**src/shared/chopper_step_pkg.sv**
```systemverilog
// Purpose: constants for the step/direction and chopper configuration block
// Assumes: 20-bit serial words, most significant bit shifted in first
// Notes:   all counts are in system clock periods

package chopper_step_pkg;

   // ****************************************
   // word framing and select codes
   // ****************************************
   localparam int         WORD_W        = 20;
   localparam logic [5:0] WORD_BITS     = 6'h14;
   localparam logic [1:0] SEL_PULSE_DIR = 2'h0;   // bits 19:18
   localparam logic [2:0] SEL_CHOPPER   = 3'h4;   // bits 19:17

   // ****************************************
   // field positions
   // ****************************************
   localparam int PULSE_INTERPOLATION_ENABLE_BIT = 9;
   localparam int DOUBLE_EDGE_ENABLE_BIT  = 8;
   localparam int MICROSTEP_RESOLUTION_LSB   = 0;
   localparam int TBL_LSB    = 15;
   localparam int CHM_BIT    = 14;
   localparam int RANDOM_OFF_TIME_BIT  = 13;
   localparam int TIMER_ONLY_FAST_DECAY_BIT  = 12;
   localparam int FAST_DECAY_MSB_BIT  = 11;
   localparam int HYSTERESIS_END_OR_SINE_OFFSET_LSB   = 7;
   localparam int HYSTERESIS_START_OR_FAST_DECAY_TIME_LSB  = 4;
   localparam int TOFF_LSB   = 0;

   // ****************************************
   // values after reset
   // ****************************************
   localparam logic [19:0] PULSE_DIR_RESET = 20'h00000;
   localparam logic [19:0] CHOPPER_RESET   = 20'h00000;
   localparam logic [3:0]  LFSR_SEED       = 4'h9;

   // ****************************************
   // cycle counts
   // ****************************************
   localparam logic [5:0] BLANK_CODE0_CLK = 6'h10;  // 16
   localparam logic [5:0] BLANK_CODE1_CLK = 6'h18;  // 24
   localparam logic [5:0] BLANK_CODE2_CLK = 6'h24;  // 36
   localparam logic [5:0] BLANK_CODE3_CLK = 6'h36;  // 54
   localparam logic [6:0] HYSTERESIS_DECREMENT_UNIT_CLK   = 7'h10;  // 16 per code step
   localparam logic [8:0] FAST_UNIT_CLK   = 9'h020; // 32
   localparam logic [9:0] SLOW_BASE_CLK   = 10'h018; // 24
   localparam logic [9:0] SLOW_UNIT_CLK   = 10'h020; // 32
   localparam logic [9:0] RANDOM_BIAS_CLK = 10'h00c; // spread -11..+3
   localparam logic [4:0] INTERP_STEPS    = 5'h10;  // 16
   localparam logic [3:0] INTERP_GAP_CLK  = 4'h8;
   localparam logic [3:0] MICROSTEP_RESOLUTION_MAX        = 4'h8;
   localparam logic [5:0] HYST_BIAS       = 6'h03;

   // ****************************************
   // bridge phases
   // ****************************************
   typedef enum logic [1:0]
   {
      PH_OFF  = 2'b00,
      PH_ON   = 2'b01,
      PH_FAST = 2'b10,
      PH_SLOW = 2'b11
   } phase_type;

endpackage

```
**src/logic/chopper_and_step_config.sv**
```systemverilog
// Purpose: serial configuration words, step input and chopper sequencing
// Assumes: all inputs synchronous to clock; serial clock far below clock
// Notes:   bridge_phase tells the power stage which switches are on

// ****************************************
// top module
// ****************************************
module chopper_and_step_config
   import chopper_step_pkg::*;
(
   // clock and reset
   input  wire logic        clock,
   input  wire logic        rst_b,
   // serial port
   input  wire logic        spi_cs_b,
   input  wire logic        spi_sck,
   input  wire logic        spi_mosi,
   // step and direction
   input  wire logic        step_pulse,
   input  wire logic        step_direction,
   input  wire logic        serial_only_mode,
   // current comparators
   input  wire logic        coil_current_reached,
   input  wire logic        coil_negative_reached,
   // outputs
   output logic [9:0]       microstep_position,
   output logic [1:0]       bridge_phase,
   output logic             driver_enable,
   output logic signed [5:0] current_offset,
   output logic [19:0]      pulse_direction_config,
   output logic [19:0]      chopper_config
);

   typedef struct packed
   {
      logic [19:0] pdc;
      logic [19:0] chc;
      logic [19:0] shift;
      logic [5:0]  bitcnt;
      logic        sck_q;
      logic        cs_q;
      logic        step_q;
      logic [9:0]  pos;
      logic [4:0]  interp_left;
      logic [3:0]  interp_gap;
      logic        interp_dir;
      phase_type   phase;
      logic [9:0]  timer;
      logic [5:0]  blank;
      logic [4:0]  hyst;
      logic [6:0]  hysteresis_decrement_cnt;
      logic [3:0]  lfsr;
      logic [5:0]  offset;
   } state_type;

   state_type state;
   state_type next_state;

   // ****************************************
   // field decode
   // ****************************************
   logic       pulse_interpolation_enable;
   logic       double_edge_enable;
   logic [3:0] microstep_resolution;
   logic [1:0] blanking_time;
   logic       chopper_mode;
   logic       random_off_time;
   logic [1:0] hysteresis_decrement;
   logic       fast_decay_msb;
   logic       timer_only_fast_decay;
   logic [3:0] hysteresis_end_or_sine_offset;
   logic [2:0] hysteresis_start_or_fast_decay_time;
   logic [3:0] off_time;

   assign pulse_interpolation_enable = state.pdc[PULSE_INTERPOLATION_ENABLE_BIT];
   assign double_edge_enable         = state.pdc[DOUBLE_EDGE_ENABLE_BIT];
   assign microstep_resolution       = state.pdc[MICROSTEP_RESOLUTION_LSB +: 4];
   assign blanking_time              = state.chc[TBL_LSB +: 2];
   assign chopper_mode               = state.chc[CHM_BIT];
   assign random_off_time            = state.chc[RANDOM_OFF_TIME_BIT];
   assign hysteresis_decrement       = state.chc[FAST_DECAY_MSB_BIT +: 2];
   assign fast_decay_msb             = state.chc[FAST_DECAY_MSB_BIT];
   assign timer_only_fast_decay      = state.chc[TIMER_ONLY_FAST_DECAY_BIT];
   assign hysteresis_end_or_sine_offset       = state.chc[HYSTERESIS_END_OR_SINE_OFFSET_LSB +: 4];
   assign hysteresis_start_or_fast_decay_time = state.chc[HYSTERESIS_START_OR_FAST_DECAY_TIME_LSB +: 3];
   assign off_time                   = state.chc[TOFF_LSB +: 4];

   // ****************************************
   // derived lengths
   // ****************************************
   logic        word_commit;
   logic        step_event;
   logic [3:0]  microstep_resolution_eff;
   logic [9:0]  step_inc;
   logic [9:0]  sub_inc;
   logic [5:0]  blank_len;
   logic [6:0]  hysteresis_decrement_len;
   logic [8:0]  fast_len;
   logic [9:0]  slow_len;
   logic [9:0]  random_adj;
   logic [4:0]  hyst_start;

   assign word_commit = spi_cs_b && !state.cs_q && (state.bitcnt >= WORD_BITS);
   assign step_event  = !serial_only_mode &&
      ((step_pulse && !state.step_q) ||
       (double_edge_enable && !step_pulse && state.step_q));
   assign microstep_resolution_eff = (microstep_resolution > MICROSTEP_RESOLUTION_MAX) ? MICROSTEP_RESOLUTION_MAX
                                                       : microstep_resolution;
   assign step_inc = 10'h001 << microstep_resolution_eff;
   assign sub_inc  = (step_inc[9:4] == 6'h00) ? 10'h001
                                              : {4'h0, step_inc[9:4]};

   always_comb
   begin
      case (blanking_time)
         2'h0:    blank_len = BLANK_CODE0_CLK;
         2'h1:    blank_len = BLANK_CODE1_CLK;
         2'h2:    blank_len = BLANK_CODE2_CLK;
         default: blank_len = BLANK_CODE3_CLK;
      endcase
   end

   assign hysteresis_decrement_len   = 7'(hysteresis_decrement) * HYSTERESIS_DECREMENT_UNIT_CLK
                       + HYSTERESIS_DECREMENT_UNIT_CLK;
   assign fast_len   = 9'({fast_decay_msb,
                           hysteresis_start_or_fast_decay_time})
                       * FAST_UNIT_CLK;
   assign random_adj = random_off_time ? 10'(state.lfsr) - RANDOM_BIAS_CLK
                                       : 10'h000;
   assign slow_len   = SLOW_BASE_CLK + 10'(off_time) * SLOW_UNIT_CLK
                       + random_adj;
   assign hyst_start = 5'(hysteresis_end_or_sine_offset)
                       + 5'(hysteresis_start_or_fast_decay_time)
                       + 5'h01;

   // ****************************************
   // next state
   // ****************************************
   always_comb
   begin
      next_state = state;
      next_state.sck_q  = spi_sck;
      next_state.cs_q   = spi_cs_b;
      next_state.step_q = step_pulse;
      next_state.lfsr   = {state.lfsr[2:0], state.lfsr[3] ^ state.lfsr[2]};

      // serial word capture
      if (spi_cs_b)
         next_state.bitcnt = 6'h00;
      else if (spi_sck && !state.sck_q)
      begin
         next_state.shift = {state.shift[WORD_W-2:0], spi_mosi};
         if (state.bitcnt < WORD_BITS)
            next_state.bitcnt = state.bitcnt + 6'h01;
      end
      if (word_commit)
      begin
         if (state.shift[19:18] == SEL_PULSE_DIR && !serial_only_mode)
            next_state.pdc = state.shift;
         else if (state.shift[19:17] == SEL_CHOPPER)
            next_state.chc = state.shift;
      end

      // step position and interpolation
      if (step_event && pulse_interpolation_enable)
      begin
         next_state.interp_left = INTERP_STEPS;
         next_state.interp_gap  = 4'h0;
         next_state.interp_dir  = step_direction;
      end
      else if (step_event)
         next_state.pos = step_direction ? state.pos - step_inc
                                         : state.pos + step_inc;
      else if (state.interp_left != 5'h00)
      begin
         if (state.interp_gap == 4'h0)
         begin
            next_state.pos = state.interp_dir ? state.pos - sub_inc
                                              : state.pos + sub_inc;
            next_state.interp_left = state.interp_left - 5'h01;
            next_state.interp_gap  = INTERP_GAP_CLK - 4'h1;
         end
         else
            next_state.interp_gap = state.interp_gap - 4'h1;
      end

      // chopper sequence
      case (state.phase)
         PH_OFF:
            next_state.phase = PH_ON;
         PH_ON:
         begin
            if (state.blank != 6'h00)
               next_state.blank = state.blank - 6'h01;
            else if (coil_current_reached)
            begin
               if (chopper_mode && fast_len != 9'h000)
               begin
                  next_state.phase = PH_FAST;
                  next_state.timer = 10'(fast_len) - 10'h001;
               end
               else
               begin
                  next_state.phase = PH_SLOW;
                  next_state.timer = slow_len - 10'h001;
               end
            end
         end
         PH_FAST:
         begin
            if (state.timer == 10'h000 ||
                (!timer_only_fast_decay && coil_negative_reached))
            begin
               next_state.phase = PH_SLOW;
               next_state.timer = slow_len - 10'h001;
            end
            else
               next_state.timer = state.timer - 10'h001;
         end
         PH_SLOW:
         begin
            if (state.timer == 10'h000)
               next_state.phase = PH_ON;
            else
               next_state.timer = state.timer - 10'h001;
         end
         default:
            next_state.phase = PH_OFF;
      endcase

      // each on phase restarts blanking and hysteresis
      if (next_state.phase == PH_ON && state.phase != PH_ON)
      begin
         next_state.blank    = blank_len - 6'h01;
         next_state.hyst     = hyst_start;
         next_state.hysteresis_decrement_cnt = hysteresis_decrement_len - 7'h01;
      end
      else if (!chopper_mode && state.phase != PH_OFF)
      begin
         if (state.hysteresis_decrement_cnt == 7'h00)
         begin
            next_state.hysteresis_decrement_cnt = hysteresis_decrement_len - 7'h01;
            if (state.hyst > 5'(hysteresis_end_or_sine_offset))
               next_state.hyst = state.hyst - 5'h01;
         end
         else
            next_state.hysteresis_decrement_cnt = state.hysteresis_decrement_cnt - 7'h01;
      end

      if (off_time == 4'h0)
         next_state.phase = PH_OFF;

      if (chopper_mode)
         next_state.offset = 6'(hysteresis_end_or_sine_offset)
                             - HYST_BIAS;
      else
         next_state.offset = 6'(next_state.hyst) - HYST_BIAS;
   end

   always_ff @(posedge clock)
   begin
      if (!rst_b)
      begin
         state        <= '0;
         state.pdc    <= PULSE_DIR_RESET;
         state.chc    <= CHOPPER_RESET;
         state.cs_q   <= 1'b1;
         state.lfsr   <= LFSR_SEED;
         state.phase  <= PH_OFF;
      end
      else
         state <= next_state;
   end

   // ****************************************
   // outputs
   // ****************************************
   assign microstep_position     = state.pos;
   assign bridge_phase           = state.phase;
   assign driver_enable          = (state.phase != PH_OFF);
   assign current_offset         = state.offset;
   assign pulse_direction_config = state.pdc;
   assign chopper_config         = state.chc;

   // ****************************************
   // checks
   // ****************************************
   chk_off_disables: assert property (
      @(posedge clock) disable iff (!rst_b)
      off_time == 4'h0 |=> state.phase == PH_OFF)
      else $error("zero off-time did not switch bridges off");

   chk_blank_holds: assert property (
      @(posedge clock) disable iff (!rst_b)
      state.phase == PH_ON && state.blank != 6'h00 && off_time != 4'h0
      |=> state.phase == PH_ON)
      else $error("on phase left during blanking");

   chk_blank_load: assert property (
      @(posedge clock) disable iff (!rst_b)
      state.phase == PH_ON && $past(state.phase) != PH_ON
      |-> state.blank == $past(blank_len) - 6'h01)
      else $error("blanking count wrong at on phase start");

   chk_fast_mode: assert property (
      @(posedge clock) disable iff (!rst_b)
      state.phase == PH_FAST && $past(state.phase) == PH_ON
      |-> $past(chopper_mode) && state.timer == 10'($past(fast_len)) - 10'h001)
      else $error("fast decay entered wrongly or with wrong length");

   chk_negative_end: assert property (
      @(posedge clock) disable iff (!rst_b)
      state.phase == PH_FAST && !timer_only_fast_decay
      && coil_negative_reached && off_time != 4'h0
      |=> state.phase == PH_SLOW)
      else $error("negative current did not end fast decay");

   chk_timer_only: assert property (
      @(posedge clock) disable iff (!rst_b)
      state.phase == PH_FAST && timer_only_fast_decay
      && state.timer > 10'h001 && $stable(state.chc)
      |=> state.phase == PH_FAST)
      else $error("fast decay ended before timer");

   chk_interp_load: assert property (
      @(posedge clock) disable iff (!rst_b)
      step_event && pulse_interpolation_enable
      |=> state.interp_left == INTERP_STEPS)
      else $error("interpolation did not start 16 substeps");

   chk_falling_ignored: assert property (
      @(posedge clock) disable iff (!rst_b)
      state.step_q && !step_pulse && !double_edge_enable
      && state.interp_left == 5'h00
      |=> $stable(state.pos))
      else $error("falling edge moved position without double edge");

   chk_serial_guard: assert property (
      @(posedge clock) disable iff (!rst_b)
      serial_only_mode |=> $stable(state.pdc))
      else $error("step word written in serial-only mode");

   chk_chopper_write: assert property (
      @(posedge clock) disable iff (!rst_b)
      word_commit && state.shift[19:17] == SEL_CHOPPER
      |=> state.chc == $past(state.shift))
      else $error("chopper word not stored");

   chk_sine_offset: assert property (
      @(posedge clock) disable iff (!rst_b)
      $past(chopper_mode)
      |-> state.offset == 6'($past(hysteresis_end_or_sine_offset)) - HYST_BIAS)
      else $error("sine offset not end field minus three");

endmodule // chopper_and_step_config

```
**config.mk**
```make
export PLATFORM = sky130hd
export DESIGN_NAME = chopper_and_step_config
export DESIGN_NICKNAME = d
export VERILOG_FILES = /design/src/shared/chopper_step_pkg.sv /design/src/logic/chopper_and_step_config.sv
export SDC_FILE = /design/constraint.sdc
export NUM_CORES = 1
export LEC_CHECK = 0
export ABC_AREA = 1
export BUFFER_PORTS_ARGS = -buffer_cell sky130_fd_sc_hd__buf_2
export CORE_MARGIN = 2
export CORE_UTILIZATION = 53
export DETAILED_ROUTE_END_ITERATION = 10
export PLACE_DENSITY_LB_ADDON = 0.3
export SYNTH_ARGS = -nofsm -noshare
export SYNTH_HDL_FRONTEND = slang
export SYNTH_SLANG_ARGS = --single-unit
```
**constraint.sdc**
```tcl
create_clock -name clock -period 8.3 [get_ports clock]
set_input_delay 0.415 -clock clock [delete_from_list [all_inputs] [get_ports clock]]
set_output_delay 0.415 -clock clock [all_outputs]
set_load 0.1 [all_outputs]
```
==> impl_metrics.csv <==
group,metric,value,unit
run_status,status,"finished, final reports clean",
placed_design,place_ws,5.28,ns
sta,setup_viol,0,
worst_setup_path,worstSetupStartpointType,"register",
worst_setup_path,cp_num_buf_inv,3,
final_layout,drive_above_1_share,12.3,%
floorplan,start_util,54.5,%
power,ir_drop,138,uV
worst_setup_path,endpoint_kind,"register",
clocking,numCtsBuffers,17,
sta,tightest_slew,0.758,ns
worst_setup_path,cp_data_arrival_time,3.47,ns
final_layout,fillCellCount,1358,
sta,post-route-period-util,37.4,%
sta,fin_setup_tns,0,ns
placed_design,portBuffers,68,
final_layout,num-nets-final,1185,
floorplan,die_width,126,um
floorplan,dieArea,0.0160,mm^2
clocking,root_buffer,"clkbuf_16",
floorplan,fp.dieH,126,um
worst_setup_path,worstSetupPathType,"register to register",
power,power_density,219,mW/mm^2
floorplan,ios,69,
worst_setup_path,cp.required,8.67,ns
flow_run,maxCapViolCount,0,
grt,grt_max_degree,78,
floorplan,core_area,0.0146,mm^2
placed_design,dpl.hpwl,12900,um
sta,rsz0062_at_grt,"no",
clocking,clk_pin_slew_worst_paths,0.06,ns
logic_synthesis,synthArstFlopShare,0,%
grt,antenna_found_initial,0,
clocking,cts.path.max_buffers,2,
final_layout,syn_to_final_growth,7.95,%
logic_synthesis,synth_edf_count,0,
routing,avgViaCountPerCell,5.30,
worst_setup_path,crit_chain,"inv_1 -> nor2_1 -> nand2_1 -> nor2_1 -> inv_1 -> ha_1 -> nor2_1 -> xor2_1 -> ha_1 -> a21oi_1 -> nand2_1 -> nand2_1 -> nand2_1 -> a21oi_1 -> o21ai_0 -> a21oi_1 -> o21ai_0 -> nand3_1 -> o211ai_1 -> inv_1",
routing,ant_nets,0,
logic_synthesis,yosys_most_used_dff,"dfxtp_1",
grt,grt_pass1_vias,6356,
worst_setup_path,critPathMaxFanout,6,
clocking,cts.sinks,129,
routing,vias,6993,
logic_synthesis,yosys_warnings,0,
sta,timing.final.crit_period,3.10,ns
sta,fin_ws,5.20,ns
routing,drt_wl_total,18000,um
logic_synthesis,synth.distinct_cells,53,
worst_setup_path,cpMaxStageDelayCell,"dfxtp_1",
sta,final_hold_viol_count,0,
routing,dr.pass1.iters,5,
logic_synthesis,syn-num-nets,1183,
power,p_leak,4.06,nW
worst_setup_path,slowest_delay,0.41,ns
logic_synthesis,postSynthCellCount,1122,
clocking,cts_htree_levels,4,
logic_synthesis,synth_top_area_share,32.5,%
final_layout,antenna_cells,0,
sta,clock.fmax,322,MHz
clocking,cts_tree,"built",
worst_setup_path,crit_top_cell,"nand2_1",
clocking,cts.repair.resized,0,
worst_setup_path,cp_top_family,"compound AO/OA/AOI/OAI gates",
hold_path,worstHoldPathType,"input port to register",
logic_synthesis,synth.ff_latch_count,129,
grt,overflow,0,
placed_design,gp_congestion,0.926,
sta,slew_headroom,49.5,%
routing,wl_per_cell,13.6,um
routing,drt_iter0_markers,523,
floorplan,rows,44,
logic_synthesis,yosys-top-cells-area,"dfxtp_1, nand2_1, inv_1, ha_1, a21oi_1",
logic_synthesis,syn_area_per_cell,7.08,um^2
clocking,insertion_delay,0.42,ns
logic_synthesis,syn-cell-area,0.00795,mm^2
clocking,cts_setup_buffers,0,
sta,drv_slew,0,
clocking,cts_hold_buf,0,
sta,skew,0.00830,ns
grt,grt_first_pass_wirelength,30100,um
grt,grtUsageTotal,22.9,%
logic_synthesis,yosysTopAreaCell,"dfxtp_1",
logic_synthesis,seq_area_frac_synth,32.5,%
final_layout,utilization,58.8,%
routing,drc,0,
routing by layer:
layer | global-route usage, % | part of all wire [%] | vias up
met5 | 0 | 0 | -
li1 | - | - | 3627
met2 | 36.3 | 45 | 152
met1 | 31.8 | 50 | 3199
met3 | 4.05 | 4.2 | 15
met4 | 6.92 | 0.87 | 0
area by class of cell:
| cell class | instances | area [um^2] | share of cell area (%) |
|---|---|---|---|
| multi-input combinational | 728 | 4140 | 48.2 |
| sequential | 129 | 2580 | 30.1 |
| inverter | 175 | 657 | 7.66 |
| clock buffer | 23 | 468 | 5.45 |
| timing repair buffer | 73 | 378 | 4.40 |
| tap | 184 | 230 | 2.68 |
| clock inverter | 8 | 128 | 1.49 |
per-stage QoR:
stage               cells  power, mW  instance area (um^2)  hold WS, ns
finish               1320       1.88                  8580        0.190
global route         1320       1.96                  8580        0.192
CTS                  1320       1.88                  8580        0.174
detailed placement   1289       1.12                  7980        0.419
global placement     1289       1.12                  7980        0.411
floorplan            1122       1.06                  7950        0.407
cell usage after synthesis, types with 3 or more instances:
cell / number
a21oi_1: 109
o21ai_0: 97
nand3b_1: 3
dfxtp_1: 129
o21bai_1: 5
a211oi_1: 3
nand2_4: 5
nand2_1: 180
o221ai_1: 3
buf_1: 3
nor4_1: 3
o2111ai_1: 3
nor2_1: 68
buf_4: 60
nand4_1: 7
fa_1: 3
nor3_1: 11
nand3_1: 76
a31oi_1: 10
nor2_4: 3
o211ai_1: 9
and2_1: 3
nand2_2: 6
inv_1: 167
a22oi_1: 3
xnor2_1: 11
clkbuf_1: 25
o22ai_1: 4
xor2_1: 19
nor2_2: 4
ha_1: 48
or2_2: 6
inv_2: 8
logic make-up (layout without fill, tap and decap cells):
kind of cell,Yosys count,in the layout,share of synthesized area [%]
AOI/OAI and AO/OA,262,262,18.3
xor gates and xnor gates,30,30,3.31
adders and majority gates,51,51,8.31
buffers and inverters,265,279,15.5
DFF,129,129,32.5
and+or+nand+nor,385,385,22.1
worst reg2reg max path: stages, from the launching register on:
cell	delay (ns)
dfxtp_1	0.41
inv_1	0.12
nor2_1	0.14
nand2_1	0.09
nor2_1	0.13
inv_1	0.07
ha_1	0.19
nor2_1	0.16
xor2_1	0.18
ha_1	0.31
a21oi_1	0.23
nand2_1	0.11
nand2_1	0.07
nand2_1	0.05
a21oi_1	0.20
o21ai_0	0.14
a21oi_1	0.13
o21ai_0	0.10
nand3_1	0.07
o211ai_1	0.08
inv_1	0.08
registers in the layout, indices dropped and copies added (netlist names):
signal	count
next_state	3
pulse_direction_config	20
state	68
bridge_phase	2
microstep_position	10
current_offset	6
chopper_config	20
report_power, final:
group          internal, mW  switching [mW]  total [mW]  leakage (nW)
logic                 0.118           0.309       0.427          2.72
registers             0.656          0.0290       0.685          1.05
clock network         0.487           0.277       0.764         0.284
path summary, 6_finish.rpt:
kind,from,end,slack (ns),cells after the start
max,pulse_direction_config[2]$_SDFFE_PN0P_,microstep_position[7]$_SDFFE_PN0P_,5.20,20
min,spi_sck,state[62]$_SDFF_PN0_,0.19,3
min reg2reg,state[68]$_SDFFE_PP0P_,state[68]$_SDFFE_PP0P_,0.43,2
max reg2reg,pulse_direction_config[2]$_SDFFE_PN0P_,microstep_position[7]$_SDFFE_PN0P_,5.20,20
cells in the final DEF, fill, tap and decap left out, types with 17 or more instances in the layout:
cell type,instances
nand2_1,180
inv_1,167
dfxtp_1,129
a21oi_1,109
o21ai_0,97
nand3_1,76
nor2_1,68
buf_2,68
ha_1,48
xor2_1,19
clkbuf_16,17
No activity file was read; power rests on OpenSTA's default activity.
